$ cat src/rtl/wwd_params.svh
// Purpose: constants for the windowed watchdog timer
// Assumes: 10 MHz system clock, 31 kHz low-power RC tick derived from it
// Notes:   byte offsets, field positions, reset values and timing counts
`ifndef WWD_PARAMS_SVH
`define WWD_PARAMS_SVH

// timing
`define WWD_CLK_PERIOD_NS      100
`define WWD_LOW_POWER_RC_OSCILLATOR_PERIOD_NS     32258
`define WWD_LOW_POWER_RC_OSCILLATOR_DIV_CYCLES    (`WWD_LOW_POWER_RC_OSCILLATOR_PERIOD_NS / `WWD_CLK_PERIOD_NS)
`define WWD_PRE_SHIFT_SHORT    5
`define WWD_PRE_SHIFT_LONG     7

// register byte offsets
`define WWD_OFS_RESET_CONTROL  4'h0
`define WWD_OFS_COUNT_STATUS   4'h4

// reset_control_reg fields
`define WWD_RC_SW_EN_BIT       5
`define WWD_RC_TIMEOUT_BIT     4
`define WWD_RC_SLEEP_BIT       3
`define WWD_RC_IDLE_BIT        2
`define WWD_RC_RESET_VALUE     32'h0000_0000

// count/status register fields
`define WWD_CS_PRE_LSB         0
`define WWD_CS_POST_LSB        8
`define WWD_CS_ENABLED_BIT     24
`define WWD_CS_WINDOW_BIT      25

// config_word_one fields
`define WWD_CFG_POST_MSB       3
`define WWD_CFG_POST_LSB       0
`define WWD_CFG_PRESCALE_BIT   4
`define WWD_CFG_WINDOW_DISABLE_CFG_BIT     6
`define WWD_CFG_HW_EN_BIT      7

`endif

$ cat src/rtl/wwd_pkg.sv
// Purpose: types and shared arithmetic for the windowed watchdog timer
// Assumes: wwd_params.svh supplies the prescaler shifts; terminal counts and state codes are literals here
// Notes:   state of each module is one packed struct
`include "wwd_params.svh"

package wwd_pkg;

    typedef enum logic [2:0] {
        PWR_RUN   = 3'b001,
        PWR_SLEEP = 3'b010,
        PWR_IDLE  = 3'b100
    } wwd_pwr_e;

    typedef struct packed {
        logic [6:0] cnt;
    } wwd_pre_s;

    typedef struct packed {
        logic [14:0] cnt;
    } wwd_post_s;

    typedef struct packed {
        wwd_pwr_e    pwr;
        logic        sw_en;
        logic        to_flag;
        logic        sleep_flag;
        logic        idle_flag;
        logic [8:0]  osc_cnt;
        logic        osc_tick;
        logic        low_power_rc_oscillator_en;
        logic        wdt_rst;
        logic        wake;
        logic        waitreq;
        logic [31:0] rdata;
    } wwd_top_s;

    // terminal count of the prescaler
    function automatic logic [6:0] wwd_pre_last(input logic sel_long);
        wwd_pre_last = sel_long ? 7'h7f : 7'h1f;
    endfunction

    // last postscaler count is two to the power of the select field, minus one
    function automatic logic [14:0] wwd_post_last(input logic [3:0] sel);
        logic [15:0] r;
        r = 16'h0001 << sel;
        wwd_post_last = 15'(r - 16'h0001);
    endfunction

    // true in the last quarter of the programmed period
    function automatic logic wwd_window_open(input logic [6:0]  pre,
                                             input logic [14:0] post,
                                             input logic        sel_long,
                                             input logic [3:0]  sel);
        logic [4:0]  shift;
        logic [24:0] elapsed;
        logic [24:0] period;
        shift   = sel_long ? 5'(`WWD_PRE_SHIFT_LONG) : 5'(`WWD_PRE_SHIFT_SHORT);
        elapsed = (25'(post) << shift) + 25'(pre);
        period  = 25'h000_0001 << (shift + 5'(sel));
        wwd_window_open = (27'(elapsed) << 2) >= (27'(period) * 27'd3);
    endfunction

endpackage

$ cat src/rtl/wwd_postscaler.sv
// Purpose: 1:1 to 1:32768 postscaler on the prescaler output
// Assumes: step is one clk_in cycle wide
// Notes:   timeout is combinational, clear wins over counting
`timescale 1ns/1ns
`default_nettype none

module wwd_postscaler
    import wwd_pkg::*;
(
    // clock and reset
    input  wire logic       clk_in,
    input  wire logic       rst_in,
    input  wire logic       ce_in,
    // control
    input  wire logic       clear_in,
    input  wire logic       step_in,
    input  wire logic [3:0] sel_in,
    // result
    output logic [14:0]     count_out,
    output logic            timeout_out
);

    wwd_post_s st_q;
    wwd_post_s st_d;

    always_comb begin
        st_d        = st_q;
        timeout_out = 1'b0;
        if (clear_in) begin
            st_d.cnt = 15'h0000;
        end else if (step_in) begin
            if (st_q.cnt >= wwd_post_last(sel_in)) begin
                st_d.cnt    = 15'h0000;
                timeout_out = 1'b1;
            end else begin
                st_d.cnt = st_q.cnt + 15'h0001;
            end
        end
    end

    always_ff @(posedge clk_in or posedge rst_in) begin
        if (rst_in) begin
            st_q <= '0;
        end else if (ce_in) begin
            st_q <= st_d;
        end
    end

    assign count_out = st_q.cnt;

endmodule

`default_nettype wire

$ cat src/rtl/wwd_prescaler.sv
// Purpose: divide-by-32 or divide-by-128 prescaler on the oscillator tick
// Assumes: tick is one clk_in cycle wide
// Notes:   clear wins over counting; done is combinational
`timescale 1ns/1ns
`default_nettype none

module wwd_prescaler
    import wwd_pkg::*;
(
    // clock and reset
    input  wire logic       clk_in,
    input  wire logic       rst_in,
    input  wire logic       ce_in,
    // control
    input  wire logic       clear_in,
    input  wire logic       tick_in,
    input  wire logic       sel_long_in,
    // result
    output logic [6:0]      count_out,
    output logic            done_out
);

    wwd_pre_s st_q;
    wwd_pre_s st_d;

    always_comb begin
        st_d     = st_q;
        done_out = 1'b0;
        if (clear_in) begin
            st_d.cnt = 7'h00;
        end else if (tick_in) begin
            if (st_q.cnt >= wwd_pre_last(sel_long_in)) begin
                st_d.cnt = 7'h00;
                done_out = 1'b1;
            end else begin
                st_d.cnt = st_q.cnt + 7'h01;
            end
        end
    end

    always_ff @(posedge clk_in or posedge rst_in) begin
        if (rst_in) begin
            st_q <= '0;
        end else if (ce_in) begin
            st_q <= st_d;
        end
    end

    assign count_out = st_q.cnt;

endmodule

`default_nettype wire

$ cat src/rtl/wwd_top.sv
// Purpose: windowed watchdog timer with Avalon-MM register access
// Assumes: core strobes are one-cycle pulses synchronous to clk_in;
//          dev_reset_in is a synchronous pulse for every device reset
// Notes:   rst_in is power-on reset; flags survive dev_reset_in
//          0x0 control and flags, 0x4 count status, read only
//          flags clear on a written 0, a written 1 keeps them
//          one wait cycle per access, readdata stands at accept
//          clock switch clears counts in any state, wake event in sleep or idle only
//          power-save beats a timeout in the same cycle
//          oscillator tick is a fixed divide of clk_in
//          ce_in low freezes every count and the bus
//
// Summary of operation
// RULE_01: clock from low-power RC, enabled with watchdog
// RULE_02: prescaler divides by 32 or 128
// RULE_03: prescaler period 1 ms or 4 ms
// RULE_04: four-bit postscaler, sixteen ratios up to 32768
// RULE_05: postscaler ratio is two to field value
// RULE_06: any device reset clears all counts
// RULE_07: completed clock switch clears all counts
// RULE_08: power-save instruction clears all counts
// RULE_09: leaving sleep or idle clears all counts
// RULE_10: clear instruction in run clears all counts
// RULE_11: counting continues in sleep and idle
// RULE_12: timeout in sleep or idle wakes core
// RULE_13: timeout flag sticky until software clears it
// RULE_14: timeout while running resets the device
// RULE_15: windowed: early clear resets device like timeout
// RULE_16: window active when window-disable bit is zero
// RULE_17: hardware enable bit forces watchdog on
// RULE_18: otherwise software bit enables and disables it
// RULE_19: every device reset clears software enable bit
`timescale 1ns/1ns
`default_nettype none

`include "wwd_params.svh"

module wwd_top
    import wwd_pkg::*;
(
    // clock, reset, enable
    input  wire logic        clk_in,
    input  wire logic        rst_in,
    input  wire logic        ce_in,
    input  wire logic        dev_reset_in,
    // configuration word
    input  wire logic [7:0]  config_word_one_in,
    // core events
    input  wire logic        power_save_instruction_in,
    input  wire logic        power_save_idle_in,
    input  wire logic        watchdog_clear_instruction_in,
    input  wire logic        clock_switch_done_in,
    input  wire logic        wake_event_in,
    // avalon-mm slave
    input  wire logic [3:0]  avs_address_in,
    input  wire logic        avs_read_in,
    input  wire logic        avs_write_in,
    input  wire logic [31:0] avs_writedata_in,
    input  wire logic [3:0]  avs_byteenable_in,
    output logic [31:0]      avs_readdata_out,
    output logic             avs_waitrequest_out,
    // watchdog outputs
    output logic             watchdog_reset_out,
    output logic             wake_out,
    output logic             low_power_rc_oscillator_en_out,
    output logic             timeout_flag_out
);

    wwd_top_s st_q;
    wwd_top_s st_d;

    // configuration fields
    logic [3:0]  postscale_select_cfg;
    logic        prescale_select_cfg;
    logic        window_disable_cfg;
    logic        hw_enable_cfg;

    // counter chain
    logic        enabled;
    logic        clear_all;
    logic        pre_done;
    logic [6:0]  pre_cnt;
    logic [14:0] post_cnt;
    logic        timeout;

    // clear and window decode
    logic        in_run;
    logic        window_open;
    logic        clr_req;
    logic        clr_early;
    logic        exit_save;

    // bus
    logic        bus_req;
    logic        bus_accept;
    logic        rc_write;
    logic [31:0] rd_mux;

    assign postscale_select_cfg = config_word_one_in[`WWD_CFG_POST_MSB:`WWD_CFG_POST_LSB];
    assign prescale_select_cfg  = config_word_one_in[`WWD_CFG_PRESCALE_BIT];
    assign window_disable_cfg   = config_word_one_in[`WWD_CFG_WINDOW_DISABLE_CFG_BIT];
    assign hw_enable_cfg        = config_word_one_in[`WWD_CFG_HW_EN_BIT];

    // software cannot override the hardware enable
    assign enabled = hw_enable_cfg | st_q.sw_en; // RULE_17 RULE_18

    // counting never stops in sleep or idle
    assign in_run  = (st_q.pwr == PWR_RUN);

    // clear instruction only counts during normal execution
    assign clr_req     = watchdog_clear_instruction_in & in_run & enabled;

    // window test on live counts, in oscillator ticks
    assign window_open = wwd_window_open(pre_cnt, post_cnt, prescale_select_cfg,
                                         postscale_select_cfg);

    // an early clear still zeroes the counts, so the
    // reset that follows restarts a full period
    assign clr_early   = clr_req & ~window_disable_cfg & ~window_open; // RULE_15 RULE_16

    // leaving a power-save mode through another wake source;
    // a timeout wake needs no term: both counters wrap to zero
    assign exit_save = ~in_run & wake_event_in;

    // all sources zero prescaler and postscaler together;
    // a disabled watchdog holds both at zero
    assign clear_all = dev_reset_in                          // RULE_06
                     | clock_switch_done_in                  // RULE_07
                     | (power_save_instruction_in & in_run)  // RULE_08
                     | exit_save                             // RULE_09
                     | clr_req                               // RULE_10
                     | ~enabled;

    // prescaler steps on each oscillator tick
    wwd_prescaler u_pre (
        .clk_in      (clk_in),
        .rst_in      (rst_in),
        .ce_in       (ce_in),
        .clear_in    (clear_all),
        .tick_in     (st_q.osc_tick),
        .sel_long_in (prescale_select_cfg),
        .count_out   (pre_cnt),
        .done_out    (pre_done)
    ); // RULE_02 RULE_03

    // postscaler steps on each prescaler wrap;
    // its own wrap is the timeout
    wwd_postscaler u_post (
        .clk_in      (clk_in),
        .rst_in      (rst_in),
        .ce_in       (ce_in),
        .clear_in    (clear_all),
        .step_in     (pre_done),
        .sel_in      (postscale_select_cfg),
        .count_out   (post_cnt),
        .timeout_out (timeout)
    ); // RULE_04 RULE_05 RULE_11

    // avalon handshake: one wait cycle, then accept;
    // ce_in low stretches both cycles
    assign bus_req    = avs_read_in | avs_write_in;
    assign bus_accept = bus_req & ~st_q.waitreq;

    // control bits sit in byte lane 0 only
    assign rc_write   = bus_accept & avs_write_in & avs_byteenable_in[0]
                      & (avs_address_in == `WWD_OFS_RESET_CONTROL);

    // read decode, unmapped offsets read as zero
    always_comb begin
        rd_mux = 32'h0000_0000;
        case (avs_address_in)
            `WWD_OFS_RESET_CONTROL: begin
                rd_mux[`WWD_RC_SW_EN_BIT]   = st_q.sw_en;
                rd_mux[`WWD_RC_TIMEOUT_BIT] = st_q.to_flag;
                rd_mux[`WWD_RC_SLEEP_BIT]   = st_q.sleep_flag;
                rd_mux[`WWD_RC_IDLE_BIT]    = st_q.idle_flag;
            end

            `WWD_OFS_COUNT_STATUS: begin
                rd_mux[`WWD_CS_PRE_LSB +: 7]    = pre_cnt;
                rd_mux[`WWD_CS_POST_LSB +: 15]  = post_cnt;
                rd_mux[`WWD_CS_ENABLED_BIT]     = enabled;
                rd_mux[`WWD_CS_WINDOW_BIT]      = window_open;
            end

            default: begin
                rd_mux = 32'h0000_0000;
            end
        endcase
    end

    always_comb begin
        st_d = st_q;

        // oscillator runs only while the watchdog is enabled
        st_d.low_power_rc_oscillator_en  = enabled; // RULE_01
        st_d.osc_tick = 1'b0;

        // one tick per oscillator period;
        // disabling restarts the oscillator phase
        if (!enabled) begin
            st_d.osc_cnt = 9'h000;
        end else if (st_q.osc_cnt >= 9'(`WWD_LOW_POWER_RC_OSCILLATOR_DIV_CYCLES - 1)) begin
            st_d.osc_cnt  = 9'h000;
            st_d.osc_tick = 1'b1; // RULE_01
        end else begin
            st_d.osc_cnt = st_q.osc_cnt + 9'h001;
        end

        // reset and wake requests are one-cycle pulses
        st_d.wdt_rst = 1'b0;
        st_d.wake    = 1'b0;

        // software writes: enable bit follows data, flags can only be cleared;
        // a hardware set further down wins over a clear in this cycle
        if (rc_write) begin
            st_d.sw_en      = avs_writedata_in[`WWD_RC_SW_EN_BIT]; // RULE_18
            st_d.to_flag    = st_q.to_flag    & avs_writedata_in[`WWD_RC_TIMEOUT_BIT];
            st_d.sleep_flag = st_q.sleep_flag & avs_writedata_in[`WWD_RC_SLEEP_BIT];
            st_d.idle_flag  = st_q.idle_flag  & avs_writedata_in[`WWD_RC_IDLE_BIT];
        end

        // power state, one-hot
        case (st_q.pwr)
            PWR_RUN: begin
                // power-save first: a timeout in this cycle is dropped
                if (power_save_instruction_in) begin
                    if (power_save_idle_in) begin
                        st_d.pwr       = PWR_IDLE;
                        st_d.idle_flag = 1'b1;
                    end else begin
                        st_d.pwr        = PWR_SLEEP;
                        st_d.sleep_flag = 1'b1;
                    end
                end else if (timeout || clr_early) begin
                    st_d.wdt_rst = 1'b1; // RULE_14 RULE_15
                    st_d.to_flag = 1'b1; // RULE_13
                end
            end

            PWR_SLEEP, PWR_IDLE: begin
                // timeout wakes instead of resetting
                if (timeout) begin
                    st_d.pwr     = PWR_RUN;
                    st_d.wake    = 1'b1; // RULE_12
                    st_d.to_flag = 1'b1; // RULE_13
                end else if (wake_event_in) begin
                    st_d.pwr  = PWR_RUN;
                    st_d.wake = 1'b1;
                end
            end

            default: begin
                // illegal code: recover to run
                st_d.pwr = PWR_RUN;
            end
        endcase

        // device reset: back to run, software enable dropped;
        // last, so it overrides the power state, enable and pulses set above; flags are
        // kept so software can tell why the core restarted
        if (dev_reset_in) begin
            st_d.pwr     = PWR_RUN;
            st_d.sw_en   = 1'b0; // RULE_19
            st_d.wake    = 1'b0;
            st_d.wdt_rst = 1'b0;
        end

        // bus timing: readdata loads in the wait cycle
        // and stands at the accept edge
        st_d.waitreq = ~(bus_req & st_q.waitreq);
        if (bus_req && st_q.waitreq) begin
            st_d.rdata = avs_read_in ? rd_mux : 32'h0000_0000;
        end
    end

    // power-on reset alone clears the flags
    always_ff @(posedge clk_in or posedge rst_in) begin
        if (rst_in) begin
            st_q            <= '0;
            st_q.pwr        <= PWR_RUN;
            st_q.sw_en      <= 1'b0; // RULE_19
            st_q.waitreq    <= 1'b1;
        end else if (ce_in) begin
            st_q <= st_d;
        end
    end

    // every output is a bit of the registered state
    assign avs_readdata_out               = st_q.rdata;
    assign avs_waitrequest_out            = st_q.waitreq;

    assign watchdog_reset_out             = st_q.wdt_rst;
    assign wake_out                       = st_q.wake;
    assign low_power_rc_oscillator_en_out = st_q.low_power_rc_oscillator_en;
    assign timeout_flag_out               = st_q.to_flag;

endmodule

`default_nettype wire

$ cat config.mk
export PLATFORM = sky130hd
export DESIGN_NAME = wwd_top
export DESIGN_NICKNAME = d
export VERILOG_FILES = /design/src/rtl/wwd_pkg.sv /design/src/rtl/wwd_postscaler.sv /design/src/rtl/wwd_prescaler.sv /design/src/rtl/wwd_top.sv
export VERILOG_INCLUDE_DIRS = /design/src /design/src/rtl
export SDC_FILE = /design/constraint.sdc
export NUM_CORES = 1
export LEC_CHECK = 0
export BUFFER_PORTS_ARGS = -buffer_cell sky130_fd_sc_hd__buf_2
export CELL_PAD_IN_SITES_DETAIL_PLACEMENT = 1
export CELL_PAD_IN_SITES_GLOBAL_PLACEMENT = 1
export CORE_MARGIN = 2
export CORE_UTILIZATION = 47
export DETAILED_ROUTE_END_ITERATION = 6
export GPL_ROUTABILITY_DRIVEN = 0
export PLACE_DENSITY_LB_ADDON = 0.1
export SYNTH_ARGS = -nofsm -noshare
export SYNTH_HDL_FRONTEND = slang
export SYNTH_SLANG_ARGS = --single-unit
$ cat constraint.sdc
create_clock -name clk_in -period 7.5 [get_ports clk_in]
set_clock_uncertainty 0.05 [all_clocks]
set_input_delay 0.75 -clock clk_in [delete_from_list [all_inputs] [get_ports clk_in]]
set_output_delay 0.75 -clock clk_in [all_outputs]
set_load 0.005 [all_outputs]
; ---- Word level (Yosys, flattened, before mapping)
; Cells that the tools add are included.
[totals]
latch_bits = 0
memories = 0
ramBits = 0
mem_bits_ro = 0
regBits = 75
output_inout_bits = 37
inputBits = 59
[classes]
n_bitwise = 27
mux = 46
div_mod_pow = 0
n_shift = 3
magnitude_cmp = 4
n_reduce_logical = 12
eq_ne = 6
add_sub_neg = 6
n_mul = 1
[ops]
columns = cell, n
row1 = $mux W15, 4
row2 = $mux W7, 4
row3 = $ge A27 B27 Y1, 1
row4 = $mul A25 B2 Y27 const B, 1
row5 = $mux W26, 1
row6 = $add A25 B7 Y25, 1
row7 = $shl A1 B5 Y25 const A, 1
row8 = $shl A15 B3 Y25, 1
row9 = $mux W1, 20
row10 = $mux W9, 2
row11 = $add A15 B1 Y15 const B, 1
row12 = $ge A15 B15 Y1, 1
row13 = $shl A1 B4 Y15 const A, 1
row14 = $sub A15 B1 Y15 const B, 1
row15 = $and A1 B1 Y1, 14
row16 = $mux W2, 6
row17 = $mux W3, 4
row18 = $add A9 B1 Y9 const B, 1
row19 = $ge A9 B9 Y1 const B, 1
row20 = $mux W4, 2
row21 = $pmux W4 S2, 1
row22 = $reduce_and A2 Y1, 4
row23 = $add A7 B1 Y7 const B, 1
row24 = $ge A7 B7 Y1, 1
row25 = other kinds (17), 30

; ---- Depth between registers and ports, before layout
[depth]
ltp_word = 14
depth_mapped = 20

; ---- Cells and area by module
; From an unflattened synthesis, not the netlist that was laid out.
[hier_totals]
hier_cells = 747
area_unflattened_um2 = 6259.8
[by_module_without_submodules]
columns = mod, area_each_um2, cells_per_inst, seq_area_each_um2, n_inst
row1 = wwd_top, 4415.5, 532, 1128.6, 1
row2 = wwd_postscaler, 1352.5, 159, 375.4, 1
row3 = wwd_prescaler, 491.7, 56, 175.2, 1

; ---- Worst setup path after synthesis
; OpenSTA, ideal clock, no wires.
[synth_timing]
path_kind = in2reg
startpoint = input config_word_one_in[1]
endpoint = register st_q, in the netlist watchdog_reset_out
t_required_ns = 7.334
setup_slack_ns = 2.871
cell_stages = 20
n_path_buf = 2
arrival_ns = 4.463
path_cell_list = ha_1 -> clkbuf_1 -> clkbuf_1 -> nand2b_1 -> nor2_1 -> ha_1 -> and3_1 -> a32o_1 -> nand3_1 -> nand2_1 -> a21oi_1 -> xor2_1 -> ha_1 -> a21o_1 -> a211oi_1 -> o21ai_0 -> a221o_1 -> o32ai_1 -> nor2_1 -> o311ai_0
[synth_via]
elab_chain_cells = 11
word_cells_on_any_way = 17
[synth_lines]
columns = element, line
row1 = start: declaration, wwd_top.sv:47  ; input wire logic [7:0] config_word_one_in,
row2 = $add A3 B4 Y5 / $shl A1 B4 Y15 (equally long branches), "wwd_pkg.sv:59, wwd_pkg.sv:45"
row3 = $shl A1 B5 Y25 / $sub A15 B1 Y15 (equally long branches), "wwd_pkg.sv:59, wwd_pkg.sv:46"
row4 = $mul A25 B2 Y27 / $ge A15 B15 Y1 (equally long branches), "wwd_pkg.sv:60, wwd_postscaler.sv:32"
row5 = $ge A27 B27 Y1 / $mux W1 (equally long branches), "wwd_pkg.sv:60, wwd_postscaler.sv:32"
row6 = $not A1 Y1 / $mux W1 (equally long branches), "wwd_top.sv:119, wwd_postscaler.sv:31"
row7 = $and A1 B1 Y1 / $mux W1 (equally long branches), "wwd_top.sv:119, wwd_postscaler.sv:29"
row8 = $logic_or A1 B1 Y1 (*), wwd_top.sv:235  ; end else if (timeout || clr_early) begin
row9 = $mux W1 (*), wwd_top.sv:235
row10 = $mux W1 (*), wwd_top.sv:227  ; if (power_save_instruction_in) begin
row11 = $mux W1 (*), wwd_top.sv:224  ; case (st_q.pwr)
row12 = $mux W2 (*), wwd_top.sv:262  ; if (dev_reset_in) begin
row13 = end signal: assignment, wwd_top.sv:285  ; st_q <= st_d;
row14 = end: declaration, wwd_top.sv:69  ; wwd_top_s st_q;
; Mark *: on every way between the ends. The rest lies on a longest branch, timed or not.
; A chain may end at the register's enable or synchronous reset.

; ---- Final worst setup path
[layout_timing]
startpoint = input config_word_one_in[4]
endpoint = register st_q, in the netlist watchdog_reset_out
[layout_via]
elab_chain_cells = 12
word_cells_on_any_way = 21
[layout_lines]
columns = element, line
row1 = $mux W2 / $mux W7 (equally long branches), "wwd_pkg.sv:57, wwd_pkg.sv:39"
row2 = $add A3 B4 Y5 / $ge A7 B7 Y1 (equally long branches), "wwd_pkg.sv:59, wwd_prescaler.sv:32"
row3 = $shl A1 B5 Y25 / $mux W1 (equally long branches), "wwd_pkg.sv:59, wwd_prescaler.sv:32"
row4 = $mul A25 B2 Y27 / $mux W1 (equally long branches), "wwd_pkg.sv:60, wwd_prescaler.sv:31"
row5 = $ge A27 B27 Y1 / $mux W1 (equally long branches), "wwd_pkg.sv:60, wwd_prescaler.sv:29"
row6 = $not A1 Y1 / $mux W1 (equally long branches), "wwd_top.sv:119, wwd_postscaler.sv:31"
row7 = $and A1 B1 Y1 / $mux W1 (equally long branches), "wwd_top.sv:119, wwd_postscaler.sv:29"
row8 = $logic_or A1 B1 Y1 (*), wwd_top.sv:235
row9 = $mux W1 (*), wwd_top.sv:235
row10 = $mux W1 (*), wwd_top.sv:227
row11 = $mux W1 (*), wwd_top.sv:224
row12 = $mux W2 (*), wwd_top.sv:262
; Marked as above.

==> impl_metrics.csv <==
group,metric,value,unit
sta,drv_slew,0,
detailed_routing,drtPass1Iterations,4,
min_path,holdPathStages,2,
sta,hold_viol,0,
floorplanning,fp-row-count,41,
setup_path,slowest_stage,"o32ai_1",
setup_path,worstPathCellList,"buf_2 > ha_1 > mux2i_1 > or2_2 > nor2b_1 > ha_1 > a21o_1 > a32o_1 > nand3_1 > nand2_1 > a21oi_1 > xor2_1 > ha_1 > a21o_1 > a211oi_1 > o21ai_0 > a221o_1 > o32ai_1 > nor2_1 > o311ai_0",
pwr,p_switching,265.8,uW
cts,clock_path_buffers,2,
finish,final_cells,935,
finish,fin_nets,884,
synth,syn_area_per_cell,8.244,um^2
cts,clock_sinks,67,
detailed_routing,avgRoutedWirePerCell,18.36,um
pwr,power_switching_share,28.00,%
cts,cts_tree,"yes",
pwr,power_leakage,2.976,nW
synth,syn_area,6175,um^2
synth,yosysTopAreaCellShare,26.34,%
pwr,ir_worst_vdd,0.1523,mV
finish,area_growth,7.031,%
floorplanning,die_height,118.6,um
placement,dp_hpwl,13220,um
global_routing,antenna_found_initial,0,
pwr,seq_power_share,40.5,%
setup_path,crit_path_end_kind,"register",
cts,hold_buffers,0,
cts,cts_max_level,3,
setup_path,worstReg2RegStart,"u_post.count_out[0]",
global_routing,grt_pass1_vias,5844,
finish,finish.utilization,51.95,%
pwr,internal_power,683.4,uW
placement,placed_area,6322,um^2
pwr,powerDensity,143.6,nW/um^2
min_path,holdPathEnd,"avs_readdata_out[24]",
detailed_routing,vias,5560,
min_path,worst_hold_path_type,"reg -> reg",
synth,ys_types,77,
sta,fin_crit_sh,78.26,%
setup_path,crit_type,"in -> reg",
detailed_routing,vias_per_cell,5.947,
sta,setup_viol,0,
cts,postCtsSetupBuffers,0,
synth,synth_edf_count,0,
global_routing,grt_max_degree,68,
setup_path,crit_path_start_kind,"primary input",
pwr,power_frac_comb,16.1,%
floorplanning,fp.coreArea,12720,um^2
setup_path,rrSetupSlack,2.31,ns
pwr,clock_power_share,43.4,%
floorplanning,initial_utilization,48.53,%
sta,slew_headroom,40.06,%
global_routing,gr-total-overflow,0,
sta,fin_crit,5.870,ns
setup_path,worst-path-buf-inv,1,
finish,drive_above_1_share,12.98,%
finish,layout_commonest_cell,"nand2_1",
placement,dp.cells,919,
cts,cts_resized,0,
cts,cts_buffers,9,
finish,diodes,0,
setup_path,r2r_end,"watchdog_reset_out",
run,max-cap-violations,0,
cts,path_clk_slew,0.05,ns
setup_path,crit_fanout,34,
setup_path,path_delay_family,"compound AO/OA/AOI/OAI gates",
min_path,min_from,"avs_readdata_out[24]",
sta,rsz0062_at_grt,"false",
synth,ys_seq_area_share,27.19,%
placement,place_ws,1.256,ns
finish,final_area,6609,um^2
synth,synthCells,749,
global_routing,grt_usage,25.16,%
setup_path,cp.required,7.66,ns
run_status,status,"complete, no violations",
sta,clock.fmax,0.1704,GHz
global_routing,grt_first_pass_wirelength,28740,um
setup_path,rr_worst_depth,18,
sta,fin_ws,1.630,ns
placement,port_buffers,55,
cts,cts-root-buf,"clkbuf_16",
synth,yosysWarnings,0,
setup_path,worstPathArrival,6.03,ns
detailed_routing,first_iter_violations,354,
detailed_routing,ant_nets,0,
detailed_routing,wirelength,17170,um
setup_path,critPathMaxStageDelay,0.57,ns
setup_path,path_common_cell,"ha_1",
floorplanning,ios,96,
floorplanning,fp.dieW,118.6,um
synth,synthFlopType,"dfrtp_1",
floorplanning,die_area,14070,um^2
detailed_routing,drc,0,
synth,synth_seq_cells,67,
cts,insertion_delay,0.34,ns
finish,final_cell_mix,"nand2_1, ha_1, dfrtp_1, o21ai_0, buf_2",
sta,fin_tns_setup,0,ns
synth,synth_area_leaders,"dfrtp_1, ha_1, nand2_1",
synth,postSynth.asyncResetShare,100.0,%
sta,worst_slew_pin_slew,0.8924,ns
synth,yosysTopAreaCell,"dfrtp_1",
[cell type report]
type	count	area [um^2]
multi-input cells	597	4036
repair buffers	58	297.8
flip-flops and latches	67	1679
fillers	1591	6113
inverters	25	93.84
clock inverters	5	53.80
well taps	172	215.2
clock buffers	11	232.7
[cells in the mapped netlist, types with 3 or more instances]
library cell,count
and3_1,7
nand3_1,34
and2_1,3
clkbuf_1,30
o22ai_1,6
a211oi_1,9
o311ai_0,10
o31ai_1,3
nor3b_1,3
o21ai_0,60
nor2b_1,12
a22o_1,22
mux2i_1,14
o21a_1,3
a41oi_1,3
a21oi_1,37
o31a_1,3
buf_2,6
o221ai_1,3
nor4_1,4
nand2_1,81
or3_1,4
nor2_1,50
a31oi_1,5
xor2_1,12
dfrtp_1,65
or2_2,5
a21o_1,7
buf_1,3
inv_1,24
nand3b_1,4
nor3_1,16
ha_1,66
nand4_1,13
buf_4,35
xnor2_1,18
nand2b_1,15
[kinds of logic (layout without fill, tap and decap cells)]
family | Yosys count | after routing | synth area share (%)
AOI/OAI and AO/OA | 197 | 197 | 21.48
xor gates and xnor gates | 30 | 30 | 4.255
adders and majority gates | 67 | 67 | 13.70
buffers and inverters | 100 | 99 | 8.348
DFF | 67 | 67 | 27.19
muxes | 16 | 16 | 2.634
other | 2 | 17 | 0.1216
and+or+nand+nor | 270 | 270 | 22.27
[how the worst max path moves through the flow]
stage                                startpoint            endpoint  slack (ns)  cells past startpoint
after floorplan           config_word_one_in[1]  watchdog_reset_out        2.87                     20
after global placement    config_word_one_in[4]  watchdog_reset_out        1.55                     20
after detailed placement  config_word_one_in[4]  watchdog_reset_out        1.26                     20
after CTS                 config_word_one_in[4]  watchdog_reset_out        1.58                     20
after global routing      config_word_one_in[4]  watchdog_reset_out        1.19                     20
final                     config_word_one_in[4]  watchdog_reset_out        1.63                     20
[metal layers]
layer / part of all wire, % / routed length, um / up-vias / GRT usage (%)
met5: 0 / 0 / - / 0
met4: 1.7 / 286 / 0 / 6.994
met3: 3.5 / 603 / 18 / 4.151
met2: 51 / 8726 / 94 / 44.58
met1: 44 / 7553 / 2761 / 31.40
li1: - / - / 2687 / -
[tightest hold or removal path: stages, from the launching register on]
cell and delay, ns:
dfrtp_1 0.34, nand2_1 0.04, o21ai_0 0.06
[stage by stage]
step | power (mW) | hold WS, ns
floorplan | 0.4979 | 0.3998
global placement | 0.5324 | 0.4092
detailed placement | 0.5415 | 0.4209
CTS | 0.9548 | 0.4325
global route | 0.9928 | 0.4712
finish | 0.9492 | 0.4281
[sequential cells by signal, indices dropped and copies added (netlist names)]
| signal | count |
|---|---|
| wake_out | 1 |
| u_post.count_out | 15 |
| u_pre.count_out | 7 |
| st_q | 16 |
| avs_waitrequest_out | 1 |
| timeout_flag_out | 1 |
| avs_readdata_out | 24 |
| low_power_rc_oscillator_en_out | 1 |
| watchdog_reset_out | 1 |
[power by group through the flow]
stage | combinational, mW | sequential (mW) | clock [mW]
floorplan | 0.111 | 0.387 | 0
global placement | 0.143 | 0.389 | 0
detailed placement | 0.151 | 0.390 | 0
CTS | 0.153 | 0.384 | 0.418
global route | 0.173 | 0.386 | 0.434
finish | 0.153 | 0.384 | 0.412
(Power assumes the default switching activity.)
